--- src/hdl/pisr_map.vh ---
/*
 * Register map constants for the proximity interrupt status and modulator timing bank.
 * Assumes inclusion by bare name from the design files; definitions only.
 */
`ifndef PISR_MAP_VH
`define PISR_MAP_VH
// ****************************************
// Register offsets
// ****************************************
`define PISR_ADDR_IRQ_CTRL 8'h89
`define PISR_ADDR_LOW_HI 8'h8a
`define PISR_ADDR_LOW_LO 8'h8b
`define PISR_ADDR_HIGH_HI 8'h8c
`define PISR_ADDR_HIGH_LO 8'h8d
`define PISR_ADDR_FLAGS 8'h8e
`define PISR_ADDR_MOD 8'h8f
`define PISR_ADDR_AMBIENT 8'h90
// ****************************************
// Field positions
// ****************************************
`define PISR_BIT_ABOVE 0
`define PISR_BIT_BELOW 1
`define PISR_BIT_READY 3
`define PISR_CTRL_LIMIT_EN 1
`define PISR_CTRL_READY_EN 3
`define PISR_CTRL_CNT_LSB 5
`define PISR_CTRL_CNT_MSB 7
`define PISR_MOD_DELAY_LSB 5
`define PISR_MOD_DELAY_MSB 7
`define PISR_MOD_FREQ_LSB 3
`define PISR_MOD_FREQ_MSB 4
`define PISR_MOD_DEAD_LSB 0
`define PISR_MOD_DEAD_MSB 2
// ****************************************
// Reset values and status flag mask
// ****************************************
`define PISR_RST_MOD 8'h01
`define PISR_RST_CTRL 8'h00
`define PISR_RST_THR 16'h0000
`define PISR_RST_FLAGS 8'h00
`define PISR_FLAG_MASK 8'h0b
`endif

--- src/hdl/pisr_streak.v ---
/*
 * Consecutive-measurement streak counter for one threshold direction.
 * Assumes measStrobe is a one-cycle pulse per new proximity result.
 */
`timescale 1ns/1ps
module pisr_streak (
    input wire clk_sys,
    input wire sys_rst,
    input wire measStrobe,
    input wire beyond,
    input wire [2:0] countSel,
    output wire hit
);
    reg [7:0] runCnt_q;
    reg [7:0] runCnt_d;
    wire [7:0] need;
    // ****************************************
    // Streak count
    // ****************************************
    // A code of n asks for 2**n results in a row beyond the threshold.
    assign need = 8'h01 << countSel;
    // The streak restarts after each firing so a long excursion fires once per streak.
    assign hit = measStrobe && beyond && ((runCnt_q + 8'h01) >= need);
    always @* begin
        runCnt_d = runCnt_q;
        if (measStrobe) begin
            if (!beyond || hit) begin
                runCnt_d = 8'h00;
            end else begin
                runCnt_d = runCnt_q + 8'h01;
            end
        end
    end
    always @(posedge clk_sys or posedge sys_rst) begin
        if (sys_rst) begin
            runCnt_q <= 8'h00;
        end else begin
            runCnt_q <= runCnt_d;
        end
    end
endmodule // pisr_streak

--- src/hdl/pisr_regs.v ---
/*
 * Interrupt status, threshold, interrupt control and modulator timing registers,
 * with the open-drain interrupt pin and one consecutive-result streak counter per threshold.
 * Assumes a byte-wide register port decoded from the serial bus: one-cycle write
 * strobe with address and data, and a combinational read address with a registered
 * read data answer one cycle later. Measurement results arrive with a one-cycle strobe.
 * Assumes a pull-up outside on the interrupt pin, which the pad buffer only ever pulls low.
 * Assumes the emitter and receiver timing logic elsewhere takes the modulator fields as
 * plain settings, with no handshake when they change.
 * Assumes proxResult holds still while measStrobe is high, the only cycle it is looked at.
 */
`timescale 1ns/1ps
`include "pisr_map.vh"
module pisr_regs (
    input wire clk_sys,
    input wire sys_rst,
    input wire regWrite,
    input wire [7:0] regAddr,
    input wire [7:0] regWdata,
    output reg [7:0] regRdata,
    input wire measStrobe,
    input wire [15:0] proxResult,
    output wire intPinIn,
    output wire intPinOut,
    output wire intPinOe,
    output wire [2:0] modDelay,
    output wire [1:0] modFreq,
    output wire [2:0] modDeadTime
);
    reg [7:0] flags_q;
    reg [7:0] flags_d;
    reg [7:0] irqCtrl_q;
    reg [7:0] modTiming_q;
    reg [15:0] lowThr_q;
    reg [15:0] highThr_q;
    reg [7:0] readMux;
    reg [7:0] setMask;
    reg pinLow_q;
    wire [1:0] limitHit;
    wire [1:0] beyond;
    wire [7:0] clearMask;
    wire limitIrqEnable;
    wire readyIrqEnable;
    wire readySet;
    wire belowSet;
    wire aboveSet;
    wire wrCtrl;
    wire wrLowHi;
    wire wrLowLo;
    wire wrHighHi;
    wire wrHighLo;
    wire wrFlags;
    wire wrMod;
    // ****************************************
    // Write decode
    // ****************************************
    // The ambient location has no decode, so a stray write there is dropped.
    assign wrCtrl = regWrite && (regAddr == `PISR_ADDR_IRQ_CTRL);
    assign wrLowHi = regWrite && (regAddr == `PISR_ADDR_LOW_HI);
    assign wrLowLo = regWrite && (regAddr == `PISR_ADDR_LOW_LO);
    assign wrHighHi = regWrite && (regAddr == `PISR_ADDR_HIGH_HI);
    assign wrHighLo = regWrite && (regAddr == `PISR_ADDR_HIGH_LO);
    assign wrFlags = regWrite && (regAddr == `PISR_ADDR_FLAGS);
    assign wrMod = regWrite && (regAddr == `PISR_ADDR_MOD);
    // ****************************************
    // Threshold detection
    // ****************************************
    assign beyond[`PISR_BIT_ABOVE] = proxResult > highThr_q;
    assign beyond[`PISR_BIT_BELOW] = proxResult < lowThr_q;
    genvar gi;
    generate
        for (gi = 0; gi < 2; gi = gi + 1) begin : gStreak
            pisr_streak uStreak (
                .clk_sys(clk_sys),
                .sys_rst(sys_rst),
                .measStrobe(measStrobe),
                .beyond(beyond[gi]),
                .countSel(irqCtrl_q[`PISR_CTRL_CNT_MSB:`PISR_CTRL_CNT_LSB]),
                .hit(limitHit[gi])
            );
        end
    endgenerate
    // ****************************************
    // Sticky status flags
    // ****************************************
    assign limitIrqEnable = irqCtrl_q[`PISR_CTRL_LIMIT_EN];
    assign readyIrqEnable = irqCtrl_q[`PISR_CTRL_READY_EN];
    assign readySet = measStrobe && readyIrqEnable;
    assign belowSet = limitHit[`PISR_BIT_BELOW] && limitIrqEnable;
    assign aboveSet = limitHit[`PISR_BIT_ABOVE] && limitIrqEnable;
    // Bit positions come from the map so the set logic and the read-back cannot drift apart.
    always @* begin
        setMask = 8'h00;
        setMask[`PISR_BIT_READY] = readySet;
        setMask[`PISR_BIT_BELOW] = belowSet;
        setMask[`PISR_BIT_ABOVE] = aboveSet;
    end
    assign clearMask = wrFlags ? regWdata : 8'h00;
    always @* begin
        // A new event beats a clear in the same cycle so no event is lost.
        flags_d = ((flags_q & ~clearMask) | setMask) & `PISR_FLAG_MASK;
    end
    // ****************************************
    // Status flag storage
    // ****************************************
    always @(posedge clk_sys or posedge sys_rst) begin
        if (sys_rst) begin
            flags_q <= `PISR_RST_FLAGS;
        end else begin
            flags_q <= flags_d;
        end
    end
    // ****************************************
    // Control, threshold and timing storage
    // ****************************************
    // Control bits 0, 2 and 4 are kept for read-back only and steer nothing here.
    always @(posedge clk_sys or posedge sys_rst) begin
        if (sys_rst) begin
            irqCtrl_q <= `PISR_RST_CTRL;
        end else begin
            if (wrCtrl) begin
                irqCtrl_q <= regWdata;
            end
        end
    end
    // The bytes land one at a time, so the compare briefly works on a half-written threshold.
    always @(posedge clk_sys or posedge sys_rst) begin
        if (sys_rst) begin
            lowThr_q <= `PISR_RST_THR;
        end else begin
            if (wrLowHi) begin
                lowThr_q[15:8] <= regWdata;
            end
            if (wrLowLo) begin
                lowThr_q[7:0] <= regWdata;
            end
        end
    end
    always @(posedge clk_sys or posedge sys_rst) begin
        if (sys_rst) begin
            highThr_q <= `PISR_RST_THR;
        end else begin
            if (wrHighHi) begin
                highThr_q[15:8] <= regWdata;
            end
            if (wrHighLo) begin
                highThr_q[7:0] <= regWdata;
            end
        end
    end
    always @(posedge clk_sys or posedge sys_rst) begin
        if (sys_rst) begin
            modTiming_q <= `PISR_RST_MOD;
        end else begin
            if (wrMod) begin
                modTiming_q <= regWdata;
            end
        end
    end
    // ****************************************
    // Read path
    // ****************************************
    always @* begin
        case (regAddr)
            `PISR_ADDR_IRQ_CTRL: readMux = irqCtrl_q;
            `PISR_ADDR_LOW_HI: readMux = lowThr_q[15:8];
            `PISR_ADDR_LOW_LO: readMux = lowThr_q[7:0];
            `PISR_ADDR_HIGH_HI: readMux = highThr_q[15:8];
            `PISR_ADDR_HIGH_LO: readMux = highThr_q[7:0];
            `PISR_ADDR_FLAGS: readMux = flags_q;
            `PISR_ADDR_MOD: readMux = modTiming_q;
            // The ambient level is not offered, so the reserved slot reads as zero.
            `PISR_ADDR_AMBIENT: readMux = 8'h00;
            default: readMux = 8'h00;
        endcase
    end
    always @(posedge clk_sys or posedge sys_rst) begin
        if (sys_rst) begin
            regRdata <= 8'h00;
        end else begin
            regRdata <= readMux;
        end
    end
    // ****************************************
    // Modulator fields
    // ****************************************
    // Every code of every field is passed on as stored; nothing here refuses a setting.
    assign modDelay = modTiming_q[`PISR_MOD_DELAY_MSB:`PISR_MOD_DELAY_LSB];
    assign modFreq = modTiming_q[`PISR_MOD_FREQ_MSB:`PISR_MOD_FREQ_LSB];
    assign modDeadTime = modTiming_q[`PISR_MOD_DEAD_MSB:`PISR_MOD_DEAD_LSB];
    // ****************************************
    // Interrupt pin
    // ****************************************
    // Open drain: the pin is only ever pulled low, never driven high.
    // The enable has a flop of its own so the OR of the flags cannot glitch the pad.
    always @(posedge clk_sys or posedge sys_rst) begin
        if (sys_rst) begin
            pinLow_q <= |`PISR_RST_FLAGS;
        end else begin
            pinLow_q <= |flags_d;
        end
    end
    assign intPinOut = 1'b0;
    assign intPinOe = pinLow_q;
    assign intPinIn = ~pinLow_q;
endmodule // pisr_regs

--- config.mk ---
export PLATFORM = sky130hd
export DESIGN_NAME = pisr_regs
export DESIGN_NICKNAME = d
export VERILOG_FILES = /design/src/hdl/pisr_streak.v /design/src/hdl/pisr_regs.v
export VERILOG_INCLUDE_DIRS = /design/src /design/src/hdl
export SDC_FILE = /design/constraint.sdc
export NUM_CORES = 1
export LEC_CHECK = 0
export ABC_CLOCK_PERIOD_IN_PS = 4100
export BUFFER_PORTS_ARGS = -buffer_cell sky130_fd_sc_hd__buf_2
export CAP_MARGIN = 25
export CORE_AREA = 2 2 100 126
export DETAILED_ROUTE_END_ITERATION = 8
export DIE_AREA = 0 0 102 128
export GPL_ROUTABILITY_DRIVEN = 0
export PLACE_DENSITY = 0.62
export SETUP_SLACK_MARGIN = 0.05
export SLEW_MARGIN = 20
export SYNTH_ARGS = -nofsm -noshare
export SYNTH_HDL_FRONTEND = slang
export SYNTH_SLANG_ARGS = --single-unit
--- constraint.sdc ---
create_clock -name clk_sys -period 4.1 [get_ports clk_sys]
set_input_delay 0.205 -clock clk_sys [delete_from_list [all_inputs] [get_ports clk_sys]]
set_output_delay 0.205 -clock clk_sys [all_outputs]
set_load 0.01 [all_outputs]
After elaboration in Yosys (flattened, before gate mapping)
Cells that the tools add are included.
W data, S select, Z words.
Word-level totals
  memories kept: 0
  output and inout port bits: 19
  memory bits (writable): 0
  bits in registers: 76
  logic and storage cells: 52
  input bits: 36
  bits in latches: 0
  ROM bits: 0
Cells by class
  reduce and logical (&&, ||, !) cells: 19
  add/subtract/negate cells: 2
  equality and inequality tests: 7
  shift operators: 1
  mux-type cells: 4
  divide/modulo/power cells: 0
  $mul: 0
  $lt $le $gt $ge: 4
  bitwise operators: 4
Operators by type and width (number)
  $eq A8 B8 Y1 const B: 7
  $pmux W8 S7: 1
  $add A8 B1 Y8 const B: 2
  $ge A8 B8 Y1: 2
  $gt A16 B16 Y1: 1
  $lt A16 B16 Y1: 1
  $mux W8: 2
  $logic_and A1 B1 Y1: 14
  $shl A1 B3 Y8 const A: 1
  $and A4 B4 Y4: 1
  $mux W4: 1
  $not A4 Y4: 1
  $or A4 B4 Y4: 1
  $reduce_or A3 Y1: 1
  $logic_not A1 Y1: 2
  $logic_or A1 B1 Y1: 2
  $not A1 Y1: 1

Depth between registers and ports, before layout
Gate-level depths: netlist (run 1).
  word-level depth: 7
  mapped depth: 11

Cells and area by module
Synthesis (run 1) repeated with hierarchy kept, for this count alone.
Second synthesis, totals
  cells, all modules: 465
  area total of the unflattened synthesis: 4907.2 um2
Modules (own cells, without submodules)
  pisr_regs: area each 3468.3 um2, times used 1, cells an instance 321, seq. area each 1502.7 um2
  pisr_streak: area each 719.4 um2, times used 2, cells an instance 72, seq. area each 200.2 um2

Worst setup path after synthesis (run 1)
No wires, ideal clock.
  path kind: register -> register
  start: reg gStreak[0].uStreak.runCnt_q[0]
  end: reg gStreak[0].uStreak.runCnt_q[1]
  arrival time: 2.410 ns
  stages on the path, launching flop included: 11
  library setup time: 0.120 ns
  path buffers: 1
  path slack: 1.570 ns
  clock period less this slack: 2.530 ns
  cell sequence: dfrtp_1 -> and3_1 -> nand3_1 -> or2_2 -> xnor2_1 -> ha_1 -> nand4_1 -> o31a_2 -> and3_4 -> buf_6 -> a31o_1
On the way
  longest elaborated chain between the ends: 5
RTL lines
  from (decl): line pisr_streak.v:14  | reg [7:0] runCnt_q;
  from (signal assigned): line pisr_streak.v:38  | runCnt_q <= runCnt_d;
  $add A8 B1 Y8 (*): line pisr_streak.v:23, pisr_streak.v:30
  $ge A8 B8 Y1: line pisr_streak.v:23  | assign hit = measStrobe && beyond && ((runCnt_q + 8'h01) >= need);
  $logic_and A1 B1 Y1: line pisr_streak.v:23
  $logic_or A1 B1 Y1: line pisr_streak.v:27  | if (!beyond || hit) begin
  $mux W8 (*): line pisr_streak.v:27
Mark *: on every way between the ends. The rest lies on a longest branch, timed or not.
A chain may end at the register's enable or synchronous reset.

Worst setup path in the final report (run 1)
  start: reg gStreak[1].uStreak.runCnt_q[0]
  end: reg gStreak[1].uStreak.runCnt_q[2]
On the way
  longest elaborated chain between the ends: 5
RTL lines (line)
  from (decl): pisr_streak.v:14
  from (signal assigned): pisr_streak.v:38
  $add A8 B1 Y8 (*): pisr_streak.v:23, pisr_streak.v:30
  $ge A8 B8 Y1: pisr_streak.v:23
  $logic_and A1 B1 Y1: pisr_streak.v:23
  $logic_or A1 B1 Y1: pisr_streak.v:27
  $mux W8 (*): pisr_streak.v:27
Marks and branches as above.

==> results of run 1 <==
## per-stage QoR
stage	cells	hold WS [ps]	cell area [um^2]	total power, mW
2_1_floorplan	420	337	4640	1.05
3_3_place_gp	629	404	5070	1.13
3_5_place_dp	629	429	5070	1.14
4_1_cts	645	58.8	5370	1.97
5_1_grt	645	113	5370	2.04
6_report	645	27.8	5370	1.95
## Yosys cell counts (all sizes together) (3+ instances only)
library cell  number  area share
a41o               3      0.0067
a22oi              6      0.0097
nand4             12       0.018
o21a               3      0.0049
inv               39       0.032
dfrtp             75        0.40
nand2             28       0.025
and2               3      0.0040
nand2b             5      0.0067
nand3b             4      0.0073
o22ai              3      0.0040
a222oi            13       0.028
ha                49        0.13
and3               3      0.0051
xor2               4      0.0076
mux2              49        0.12
nor2b              6      0.0081
clkbuf             6      0.0049
xnor2              8       0.015
a21o               6      0.0097
o21ai              5      0.0054
nor3               9       0.011
a21oi             12       0.013
nand3             19       0.023
nor2              12       0.018
o2bb2ai            3      0.0057
a31o               5      0.0094
buf                3      0.0049
## path summary, 6_finish.rpt
path | to | cells after the start
worst max-delay path | gStreak[1].uStreak.runCnt_q[2] | 11
max in group asynchronous | modTiming_q[0] | 3
min in group clk_sys | highThr_q[10] | 2
worst min register to register | irqCtrl_q[4] | 1
worst max register to register | gStreak[1].uStreak.runCnt_q[2] | 11
worst min-delay path | regRdata[5] | 2
## sequential cells by signal (all words and copies together), names as in the netlist
| name | cells |
|---|---|
| gStreak.uStreak.runCnt_q | 16 |
| highThr_q | 16 |
| lowThr_q | 16 |
| irqCtrl_q | 8 |
| modTiming_q | 8 |
| regRdata | 8 |
| flags_q | 3 |
| intPinOe | 1 |
## metal layers
layer | vias to the layer above | wire (um) | share of wire
met5 | - | 0 | 0
met4 | 0 | 256 | 0.022
met3 | 18 | 395 | 0.034
met2 | 77 | 6020 | 0.52
met1 | 1723 | 4880 | 0.42
li1 | 1677 | - | -
## layout make-up
| type | count | area, um^2 |
|---|---|---|
| fill | 1175 | 6560 |
| multi-input combinational | 296 | 2540 |
| sequential | 76 | 1900 |
| timing repair buffer | 54 | 273 |
| clock buffer | 12 | 256 |
| tap | 164 | 205 |
| inverter | 39 | 146 |
| clock inverter | 4 | 47.5 |
## worst max-delay path, delay by kind of cell, from the launching register on
kind	cells	cell delay [ps]
simple gates	5	1180
compound gates	4	540
flops	1	430
fa+ha+maj	1	290
xor+xnor	1	240
## cells by family after synthesis
family,after synthesis,synth area share
AND/OR/NAND/NOR,111,0.149
flip-flops,76,0.410
AO/OA/AOI/OAI,73,0.123
multiplexers,50,0.121
adder cells (fa/ha/maj),49,0.132
buffers and inverters,48,0.0413
XOR/XNOR,12,0.0227
other,1,0.000809
## power breakdown
| group | switching, mW | internal, mW | total, mW |
|---|---|---|---|
| Combinational | 0.160 | 0.134 | 0.294 |
| Sequential | 0.0399 | 0.795 | 0.835 |
| Clock | 0.317 | 0.503 | 0.820 |
==> run metrics, run 1 <==
met3 Track Usage GR 0.0311; Fin Setup TNS 0 ps; Worst Path Arrival just over 3000 ps; most used cells in the layout excluding fill and tap cells sky130_fd_sc_hd__dfrtp_1 (75), sky130_fd_sc_hd__buf_2 (53), sky130_fd_sc_hd__ha_1 (49); global-route wire length before repair approximately 19000 um; fraction of final layout cells sized beyond drive strength 1 0.249; initial cell density of the core 0.388; Final setup viols 0; most frequent standard cell in the layout excluding fill and tap cells sky130_fd_sc_hd__dfrtp_1; # hold bufs at CTS 0; # IOs between 50 and 60; slowest stage cell, crit path sky130_fd_sc_hd__dfrtp_1; vias in the first global route roughly 3600; per-cell via count in the routed design between 5 and 6; final worst-path setup slack approximately 1400 ps; warning count from the yosys run 0; number of pins with negative max-slew slack in the final report 0; signed area change from the synthesized netlist to the final layout 15.9%; detailed-route wire length per cell approximately 18 um; outcome completed; antenna-violating nets left 0; clock latency on the worst-skew pair ~340 ps; maximum clock rate between 300 and 400 MHz; Die X 102 um; cell mode on critical path sky130_fd_sc_hd__nor3_1; kind of critical path flop to flop; final-stage net count roughly 560; period utilisation layout 0.670; launch point of the worst reg-to-reg path gStreak[1].uStreak.runCnt_q[0]; Synth Instances 420; Num CTS Buffers 9; root buffer selected by CTS sky130_fd_sc_hd__clkbuf_16; worst endpoint required time about 4400 ps; post-layout minimum cycle time 2750 ps; Main synth FF type sky130_fd_sc_hd__dfrtp_1; clock tree buffer depth 2; DRC violation count after routing 0; clock tree from TritonCTS yes; Hold Crit Class input port to asynchronous set/reset pin; Setup Skew around 8.5 ps; # diodes 0; per-instance average area after synthesis approximately 11 um^2; PortBufs 53; ordered cell list for the critical path and3_1 > nand3_1 > nor3_1 > xor2_1 > ha_1 > a41o_1 > a21oi_1 > o31ai_1 > nand4b_2 > nor3_1 > a21o_1; initial antenna violation count 0; Worst setup EP type flop; setup slack of the most critical reg-to-reg path between 1000 and 1500 ps; die outline height 128 um; measured slew at the worst slew-check pin between 800 and 900 ps; worst vdd rail ir drop approximately 0.00017 V; clk slew on worst S/H paths 60 ps; final count of hold timing violations 0; share of the yosys chip area belonging to registers 0.410; post-synth net total between 500 and 600; Syn Std Cell Area 0.00464 mm^2; worst slack, placed ~1300 ps; max-cap check violation count 0; count of flip-flops with a built-in enable after synthesis 0; Critical Path Max Stage Delay roughly 430 ps; leakage power between 2 and 3 nW; Vias approximately 3500; Worst slew margin 0.453; maximum number of pins on one net before global-route repair 40; total of flip-flops plus latches after synthesis 76; Post-CTS Setup Inserts 0; share of synthesized flip-flops with an asynchronous set or reset 1.00; number of gates resized after CTS 0; Total Routing Usage GR 0.193; number of levels in the clock H-tree 3; die area 0.0131 mm^2; kind of start point of the critical path flop; start point of the critical path gStreak[1].uStreak.runCnt_q[0]; setup repair after global routing missed its margin false; standard-cell rows between 40 and 50; global-route layer with the greatest usage met2; final global-route overflow total 0; end-of-flow core utilization 0.450; core area ~0.012 mm^2; sink count of the clock tree 76; starting DRC count in detailed routing ~190; met1 capacity usage during global routing 0.241; count of distinct cell types in the synthesized netlist 63; Pre-Repair DR Iteration Count 6; Detailed Place HPWL 8850 um; power density over the cells roughly 360 mW/mm^2; Critical Path Fanout Max 9; DRT Wirelength about 12000 um; global-route track usage on met2 0.327
(Power assumes the default switching activity.)
==> run 2, diff against run 1 <==
--- a/config.mk
+++ b/config.mk
@@ -6,7 +6,8 @@
 export SDC_FILE = /design/constraint.sdc
 export NUM_CORES = 1
 export LEC_CHECK = 0
-export ABC_CLOCK_PERIOD_IN_PS = 4100
+export ABC_AREA = 1
+export ABC_CLOCK_PERIOD_IN_PS = 2800
 export BUFFER_PORTS_ARGS = -buffer_cell sky130_fd_sc_hd__buf_2
 export CAP_MARGIN = 25
 export CORE_AREA = 2 2 100 126
==> constraint.sdc (replaced) <==
create_clock -name clk_sys -period 2.8 [get_ports clk_sys]
set_input_delay 0.14 -clock clk_sys [delete_from_list [all_inputs] [get_ports clk_sys]]
set_output_delay 0.14 -clock clk_sys [all_outputs]
set_load 0.01 [all_outputs]
==> run 2 against run 1 <==
Global-route usage rose by 0.76 points; clock power grew 51%; critical path depth up 1; total power increased by 42%; register-to-register slack worse by 900 ps; hold slack gained 160 ps; sequential cell count stayed put; wire length up 7.0%; worst setup slack worse by 900 ps; sequential power up 41%; via count rose by 15%; first-iteration DRC count increased by 24%; critical endpoint unchanged; highest routed layer unchanged.
==> run metrics, run 2 <==
Critical Path Max Stage Delay 410 ps (-20 ps); hold_sp regWdata[2]; standard-cell rows 45 (unchanged); signed area change from the synthesized netlist to the final layout 16.4%; final worst-path setup slack 450 ps (-903 ps); cell taking the most area after synthesis sky130_fd_sc_hd__dfrtp_1; count of distinct cell types in the synthesized netlist 35 (-44%); per-cell via count in the routed design 4.98 (-8.1%); post-layout minimum cycle time 2350 ps (-397 ps); outcome completed; synth cell count leaders sky130_fd_sc_hd__nand2_1 (136), sky130_fd_sc_hd__inv_1 (87), sky130_fd_sc_hd__dfrtp_1 (75); clock tree buffer depth 2 (unchanged); Total Routing Usage GR 0.200 (+0.00755); initial antenna violation count 0 (unchanged); count leader, synth sky130_fd_sc_hd__nand2_1; Main synth FF type sky130_fd_sc_hd__dfrtp_1; worst endpoint required time 3050 ps (-1330 ps); share of synthesized flip-flops with an asynchronous set or reset 1.00 (unchanged); Worst Path Arrival 2600 ps (-430 ps); # diodes 0 (unchanged); Fin Setup TNS 0 ps (unchanged); number of pins with negative max-slew slack in the final report 0 (unchanged); sink count of the clock tree 76 (unchanged); slowest stage cell, crit path sky130_fd_sc_hd__dfrtp_1; Vias 4002 (+15%); Detailed Place HPWL 9710 um (+9.7%); Synth Instances 580 (+38%); global-route wire length before repair 19900 um (+5.0%); most used cells in the layout excluding fill and tap cells sky130_fd_sc_hd__nand2_1 (136), sky130_fd_sc_hd__inv_1 (86), sky130_fd_sc_hd__dfrtp_1 (75); final count of hold timing violations 0 (unchanged); share of the synthesized area in the top cell type 0.404 (-0.000545); maximum clock rate 425 MHz (+17%); start point of the critical path gStreak[1].uStreak.runCnt_q[0]; vias in the first global route 3885 (+8.5%); Worst slew margin 0.543 (+0.0898); core area 0.0119 mm^2 (unchanged); end-of-flow core utilization 0.453 (+0.00272); worst slack, placed 335 ps (-1010 ps); clock tree from TritonCTS yes; launch point of the worst reg-to-reg path gStreak[1].uStreak.runCnt_q[0]; leakage power 2.73 nW (+5.8%); Buffers & Inverters on Critical Path 0 (unchanged); worst vdd rail ir drop 0.000404 V (+140%); measured slew at the worst slew-check pin 680 ps (-139 ps); maximum number of pins on one net before global-route repair 32 (-20%); clock latency on the worst-skew pair 340 ps (about the same); Critical Path Fanout Max 8 (-1); # IOs 55 (unchanged); post-synth net total 665 (+32%); root buffer selected by CTS sky130_fd_sc_hd__clkbuf_16; antenna-violating nets left 0 (unchanged); detailed-route wire length per cell 15.4 um (-14%); kind of critical path flop to flop; Hold Crit Class input port to flop; period utilisation layout 0.839 (+0.169); die outline height 128 um (unchanged); fraction of final layout cells sized beyond drive strength 1 0.153 (-0.0964); share of the yosys chip area belonging to registers 0.410 (-0.000553); clk slew on worst S/H paths 60 ps (about the same); final global-route overflow total 0 (unchanged); Post-CTS Setup Inserts 0 (unchanged); ordered cell list for the critical path ha_1 > nand3_1 > nor3_1 > xor2_1 > ha_1 > nand2_1 > nor2_1 > nor3_1 > nand3_1 > nand2_1 > nand3_2 > o21ai_0; power density over the cells 511 mW/mm^2 (+41%); final-stage net count 720 (+28%); count of flip-flops with a built-in enable after synthesis 0 (unchanged); die area 0.0131 mm^2 (unchanged); biggest regs gStreak.uStreak.runCnt_q x16, highThr_q x16, lowThr_q x16; Num CTS Buffers 9 (unchanged); kind of cell adding the most delay to the critical path simple AND/OR/NAND/NOR gates; kind of start point of the critical path flop; total of flip-flops plus latches after synthesis 76 (unchanged); Pre-Repair DR Iteration Count 5 (-1); setup repair after global routing missed its margin false; number of levels in the clock H-tree 3 (unchanged); PnR Total Power 2.76 mW (+42%); Syn Std Cell Area 0.00464 mm^2 (+0.13%); DRC violation count after routing 0 (unchanged); DRT Wirelength 12400 um (+7.0%); initial cell density of the core 0.389 (+0.000524); starting DRC count in detailed routing 230 (+24%); per-instance average area after synthesis 8.01 um^2 (-27%); Die X 102 um (unchanged); Final setup viols 0 (unchanged); Worst setup EP type flop; Setup Skew 5.56 ps (-2.94 ps); most frequent standard cell in the layout excluding fill and tap cells sky130_fd_sc_hd__nand2_1; PortBufs 53 (unchanged); warning count from the yosys run 0 (unchanged); max-cap check violation count 0 (unchanged); cells taking the most area after synthesis sky130_fd_sc_hd__dfrtp_1 (40%), sky130_fd_sc_hd__ha_1 (13%), sky130_fd_sc_hd__nand2_1 (11%)
-- run 2: cell types whose count changed in the layout (fill, tap and decap cells not counted), moves of 8 or more --
cell and delta:
sky130_fd_sc_hd__a21oi_1 +18, sky130_fd_sc_hd__a222oi_1 -13, sky130_fd_sc_hd__inv_1 +48, sky130_fd_sc_hd__mux2_1 -26
sky130_fd_sc_hd__mux2_2 -23, sky130_fd_sc_hd__nand2_1 +113, sky130_fd_sc_hd__nor2_1 +18, sky130_fd_sc_hd__o21ai_0 +11
sky130_fd_sc_hd__o21ai_1 +51, sky130_fd_sc_hd__o22ai_1 +15, sky130_fd_sc_hd__xnor2_1 -8
-- run 2: per-stage QoR --
stage               hold WS [ps]  cells  area [um^2]
global route                 210    804         5410
CTS                          186    804         5400
global placement             144    787         5070
detailed placement           150    787         5070
floorplan                    352    580         4640
finish                       183    804         5410
-- run 2: path summary, 6_finish.rpt --
kind | end | slack [ps] | cells past startpoint
max in group asynchronous | highThr_q[10] | 1720 | 4
min in group asynchronous | highThr_q[1] | 340 | 3
max reg2reg | gStreak[1].uStreak.runCnt_q[2] | 450 | 12
min reg2reg | highThr_q[7] | 490 | 2
min | modTiming_q[2] | 180 | 3
max | gStreak[1].uStreak.runCnt_q[2] | 450 | 12
-- run 2: cell type report --
cell class | count | area, um^2
fill | 1214 | 6530
multi-input combinational | 397 | 2330
sequential | 76 | 1900
inverter | 95 | 358
timing repair buffer | 56 | 290
clock buffer | 11 | 243
tap | 164 | 205
clock inverter | 5 | 75.1
-- run 2: metal layers --
layer	up-vias	part of all wire	routed length, um	GRT usage
li1	2004	-	-	-
met1	1875	0.41	5050	0.240
met2	90	0.52	6470	0.348
met3	33	0.030	366	0.0284
met4	0	0.039	479	0.0957
met5	-	0	0	0
-- run 2: report_power, final --
group	internal (mW)	switching, mW
Sequential	1.15	0.0356
Clock	0.800	0.440
Combinational	0.125	0.217
Total	2.07	0.692
-- run 2: kinds of logic after synthesis --
logic type | after synthesis | share of synthesized area
DFF | 76 | 0.410
adders and majority gates | 49 | 0.132
muxes | 1 | 0.00216
buffers and inverters | 107 | 0.0889
AOI/OAI and AO/OA | 123 | 0.142
xor gates and xnor gates | 11 | 0.0207
and+or+nand+nor | 212 | 0.203
other | 1 | 0.000808
-- run 2: repair_timing --
item / CTS / global route
setup endpoints to repair: 0 / 8
resized for setup: 0 / 1
hold endpoints to repair: 21 / 0
hold buffers: 1 / 0
-- run 2: worst min-delay path: cells and delay by family --
family	cells	cell delay, ps
compound gates	1	150
buf+inv	2	180
==> run 3, diff against run 2 <==
--- a/config.mk
+++ b/config.mk
@@ -7,7 +7,7 @@
 export NUM_CORES = 1
 export LEC_CHECK = 0
 export ABC_AREA = 1
-export ABC_CLOCK_PERIOD_IN_PS = 2800
+export ABC_CLOCK_PERIOD_IN_PS = 2400
 export BUFFER_PORTS_ARGS = -buffer_cell sky130_fd_sc_hd__buf_2
 export CAP_MARGIN = 25
 export CORE_AREA = 2 2 100 126
==> constraint.sdc (replaced) <==
create_clock -name clk_sys -period 2.4 [get_ports clk_sys]
set_input_delay 0.12 -clock clk_sys [delete_from_list [all_inputs] [get_ports clk_sys]]
set_output_delay 0.12 -clock clk_sys [all_outputs]
set_load 0.01 [all_outputs]
==> run 3 against run 2 <==
Final cell count rose by 1.1%; sequential power increased by 17%; count of clock-buffer cells in the layout stayed put; combinational power rose by 20%; register-to-register slack lost 270 ps; non-clock buffer count up 9; worst setup slack lost 270 ps; clock power grew 15%; clock skew increased by 0.56 ps; wire length down 0.58%; sequential cell count did not move; largest cell class unchanged; critical path depth up 1.
==> run metrics, run 3 (synthesized netlist as in run 2, its figures left out) <==
worst slack, placed -25.9 ps (-361 ps); # diodes 0 (unchanged); DRT Wirelength 12300 um (-0.58%); Clock Power Share 0.443 (-0.006); number of levels in the clock H-tree 3 (unchanged); antenna-violating nets left 0 (unchanged); clock tree buffer depth 2 (unchanged); Post-DP Area 0.00509 mm^2 (+0.25%); slowest stage cell, crit path sky130_fd_sc_hd__dfrtp_1; final count of hold timing violations 0 (unchanged); die outline height 128 um (unchanged); post-layout minimum cycle time 2220 ps (-134 ps); DRC violation count after routing 0 (unchanged); internal power contribution 2.40 mW (+16%); Critical Path Fanout Max 3 (-5); global-route wire length before repair 19800 um (-0.45%); clock tree from TritonCTS yes; fraction of final layout cells sized beyond drive strength 1 0.191 (+0.0379); detailed-route wire length per cell 15.1 um (-1.7%); Pre-Repair DR Iteration Count 4 (-1); most frequent standard cell in the layout excluding fill and tap cells sky130_fd_sc_hd__nand2_1; measured slew at the worst slew-check pin 667 ps (-13.7 ps); count of placed standard cells in the final layout, fillers left out 813 (+1.1%); switching pwr 0.805 mW (+16%); initial cell density of the core 0.389 (unchanged); final global-route overflow total 0 (unchanged); Num CTS Buffers 9 (unchanged); outcome completed; Hold Crit Class input port to flop; most used cells in the layout excluding fill and tap cells sky130_fd_sc_hd__nand2_1 (134), sky130_fd_sc_hd__inv_1 (85), sky130_fd_sc_hd__dfrtp_1 (73); Worst setup EP type flop; setup repair after global routing missed its margin true; period utilisation layout 0.924 (+0.0843); Vias 3989 (-0.32%); Switching Fraction 0.251 (+0.000756); Buffers & Inverters on Critical Path 2 (+2); Die X 102 um (unchanged); leakage power 2.76 nW (+1.2%); biggest regs gStreak.uStreak.runCnt_q x16, highThr_q x16, lowThr_q x16; per-cell via count in the routed design 4.91 (-1.4%); final worst-path setup slack 183 ps (-266 ps); relative contribution of sequential cells to total power 0.430 (+0.002); worst endpoint required time 2660 ps (-390 ps); placed cell count 787 (unchanged); maximum number of pins on one net before global-route repair 77 (+140%); Worst Path Arrival 2470 ps (-130 ps); vias in the first global route 4011 (+3.2%); Worst slew margin 0.552 (+0.00919); initial antenna violation count 0 (unchanged); ordered cell list for the critical path ha_2 > nand3_2 > nor2_1 > nand2_1 > xor2_2 > inv_1 > ha_1 > nand2_2 > o21a_1 > nand3_1 > nand3b_1 > buf_4 > o21ai_1; clk slew on worst S/H paths 60 ps (about the same); Layout Cell Area excl Fill 0.00556 mm^2 (+2.8%); root buffer selected by CTS sky130_fd_sc_hd__clkbuf_16; Setup Skew 6.12 ps (+0.557 ps); max-cap check violation count 0 (unchanged); final hold slack 155 ps (-27.7 ps); combinational share of power 0.128 (+0.004); standard-cell rows 45 (unchanged); Critical Path Max Stage Delay 390 ps (-20 ps); final-stage net count 729 (+1.3%); kind of cell adding the most delay to the critical path simple AND/OR/NAND/NOR gates; # IOs 55 (unchanged); starting DRC count in detailed routing 198 (-14%); maximum clock rate 451 MHz (+6.0%); sink count of the clock tree 76 (unchanged); number of pins with negative max-slew slack in the final report 0 (unchanged); die area 0.0131 mm^2 (unchanged); Total Routing Usage GR 0.199 (-0.00125); kind of critical path flop to flop; core area 0.0119 mm^2 (unchanged); setup slack of the most critical reg-to-reg path 180 ps (-270 ps); PortBufs 53 (unchanged); signed area change from the synthesized netlist to the final layout 19.8%; Detailed Place HPWL 9490 um (-2.3%); power density over the cells 577 mW/mm^2 (+13%); PnR Total Power 3.21 mW (+16%); kind of start point of the critical path flop; clock latency on the worst-skew pair 330 ps (about the same); worst vdd rail ir drop 0.000407 V (+0.51%); Final setup viols 0 (unchanged)
run 3: final cells by class:
class	count	area [um^2]
Clock inverter	5	77.6
Sequential cell	76	1910
Fill cell	1211	6380
Inverter	95	358
Multi-Input combinational cell	397	2410
Tap cell	164	205
Timing Repair Buffer	65	370
Clock buffer	11	233
run 3: worst register-to-register path: cells and delay by family, from the launching register on:
kind | cells | cell delay [ps]
adders and majority gates | 2 | 500
AOI/OAI and AO/OA | 2 | 250
and+or+nand+nor | 6 | 630
xor gates and xnor gates | 1 | 150
DFF | 1 | 390
buffers and inverters | 2 | 230
run 3: per-layer routing:
metal / global-route usage / vias up / part of all wire
met2: 0.358 / 84 / 0.52
met1: 0.226 / 1843 / 0.40
met3: 0.0376 / 27 / 0.039
li1: - / 2035 / -
met5: 0 / - / 0
met4: 0.0871 / 0 / 0.038
run 3: power groups by stage:
stage	registers, mW	clock network (mW)	logic, mW
2_1_floorplan	1.39	0	0.258
3_3_place_gp	1.40	0	0.381
3_5_place_dp	1.40	0	0.394
4_1_cts	1.38	1.45	0.398
5_1_grt	1.38	1.50	0.474
6_report	1.38	1.42	0.410
run 3: worst paths after layout:
path,start,endpoint,depth (start not counted)
setup / recovery,gStreak[0].uStreak.runCnt_q[1],gStreak[0].uStreak.runCnt_q[5],13
hold / removal,regWdata[2],modTiming_q[2],3
setup reg to reg,gStreak[0].uStreak.runCnt_q[1],gStreak[0].uStreak.runCnt_q[5],13
hold reg to reg,modTiming_q[0],modTiming_q[0],2
max in group asynchronous,sys_rst,modTiming_q[0],4
min in group asynchronous,sys_rst,gStreak[1].uStreak.runCnt_q[4],4
run 3: timing repair:
item,4_1_cts,5_1_grt
gates cloned,0,0
setup buffers,0,9
endpoints found under the setup margin,9,18
pin swaps,0,5
hold buffers,1,0
endpoints found under the hold margin,75,0
gates resized for setup,1,27
run 3: metrics by stage:
stage                     setup TNS (ps)  utilization
final                                  0        0.466
after global routing                   0        0.466
after CTS                              0        0.453
after detailed placement           -33.1        0.426
after global placement                 0        0.426
after floorplan                        0            -
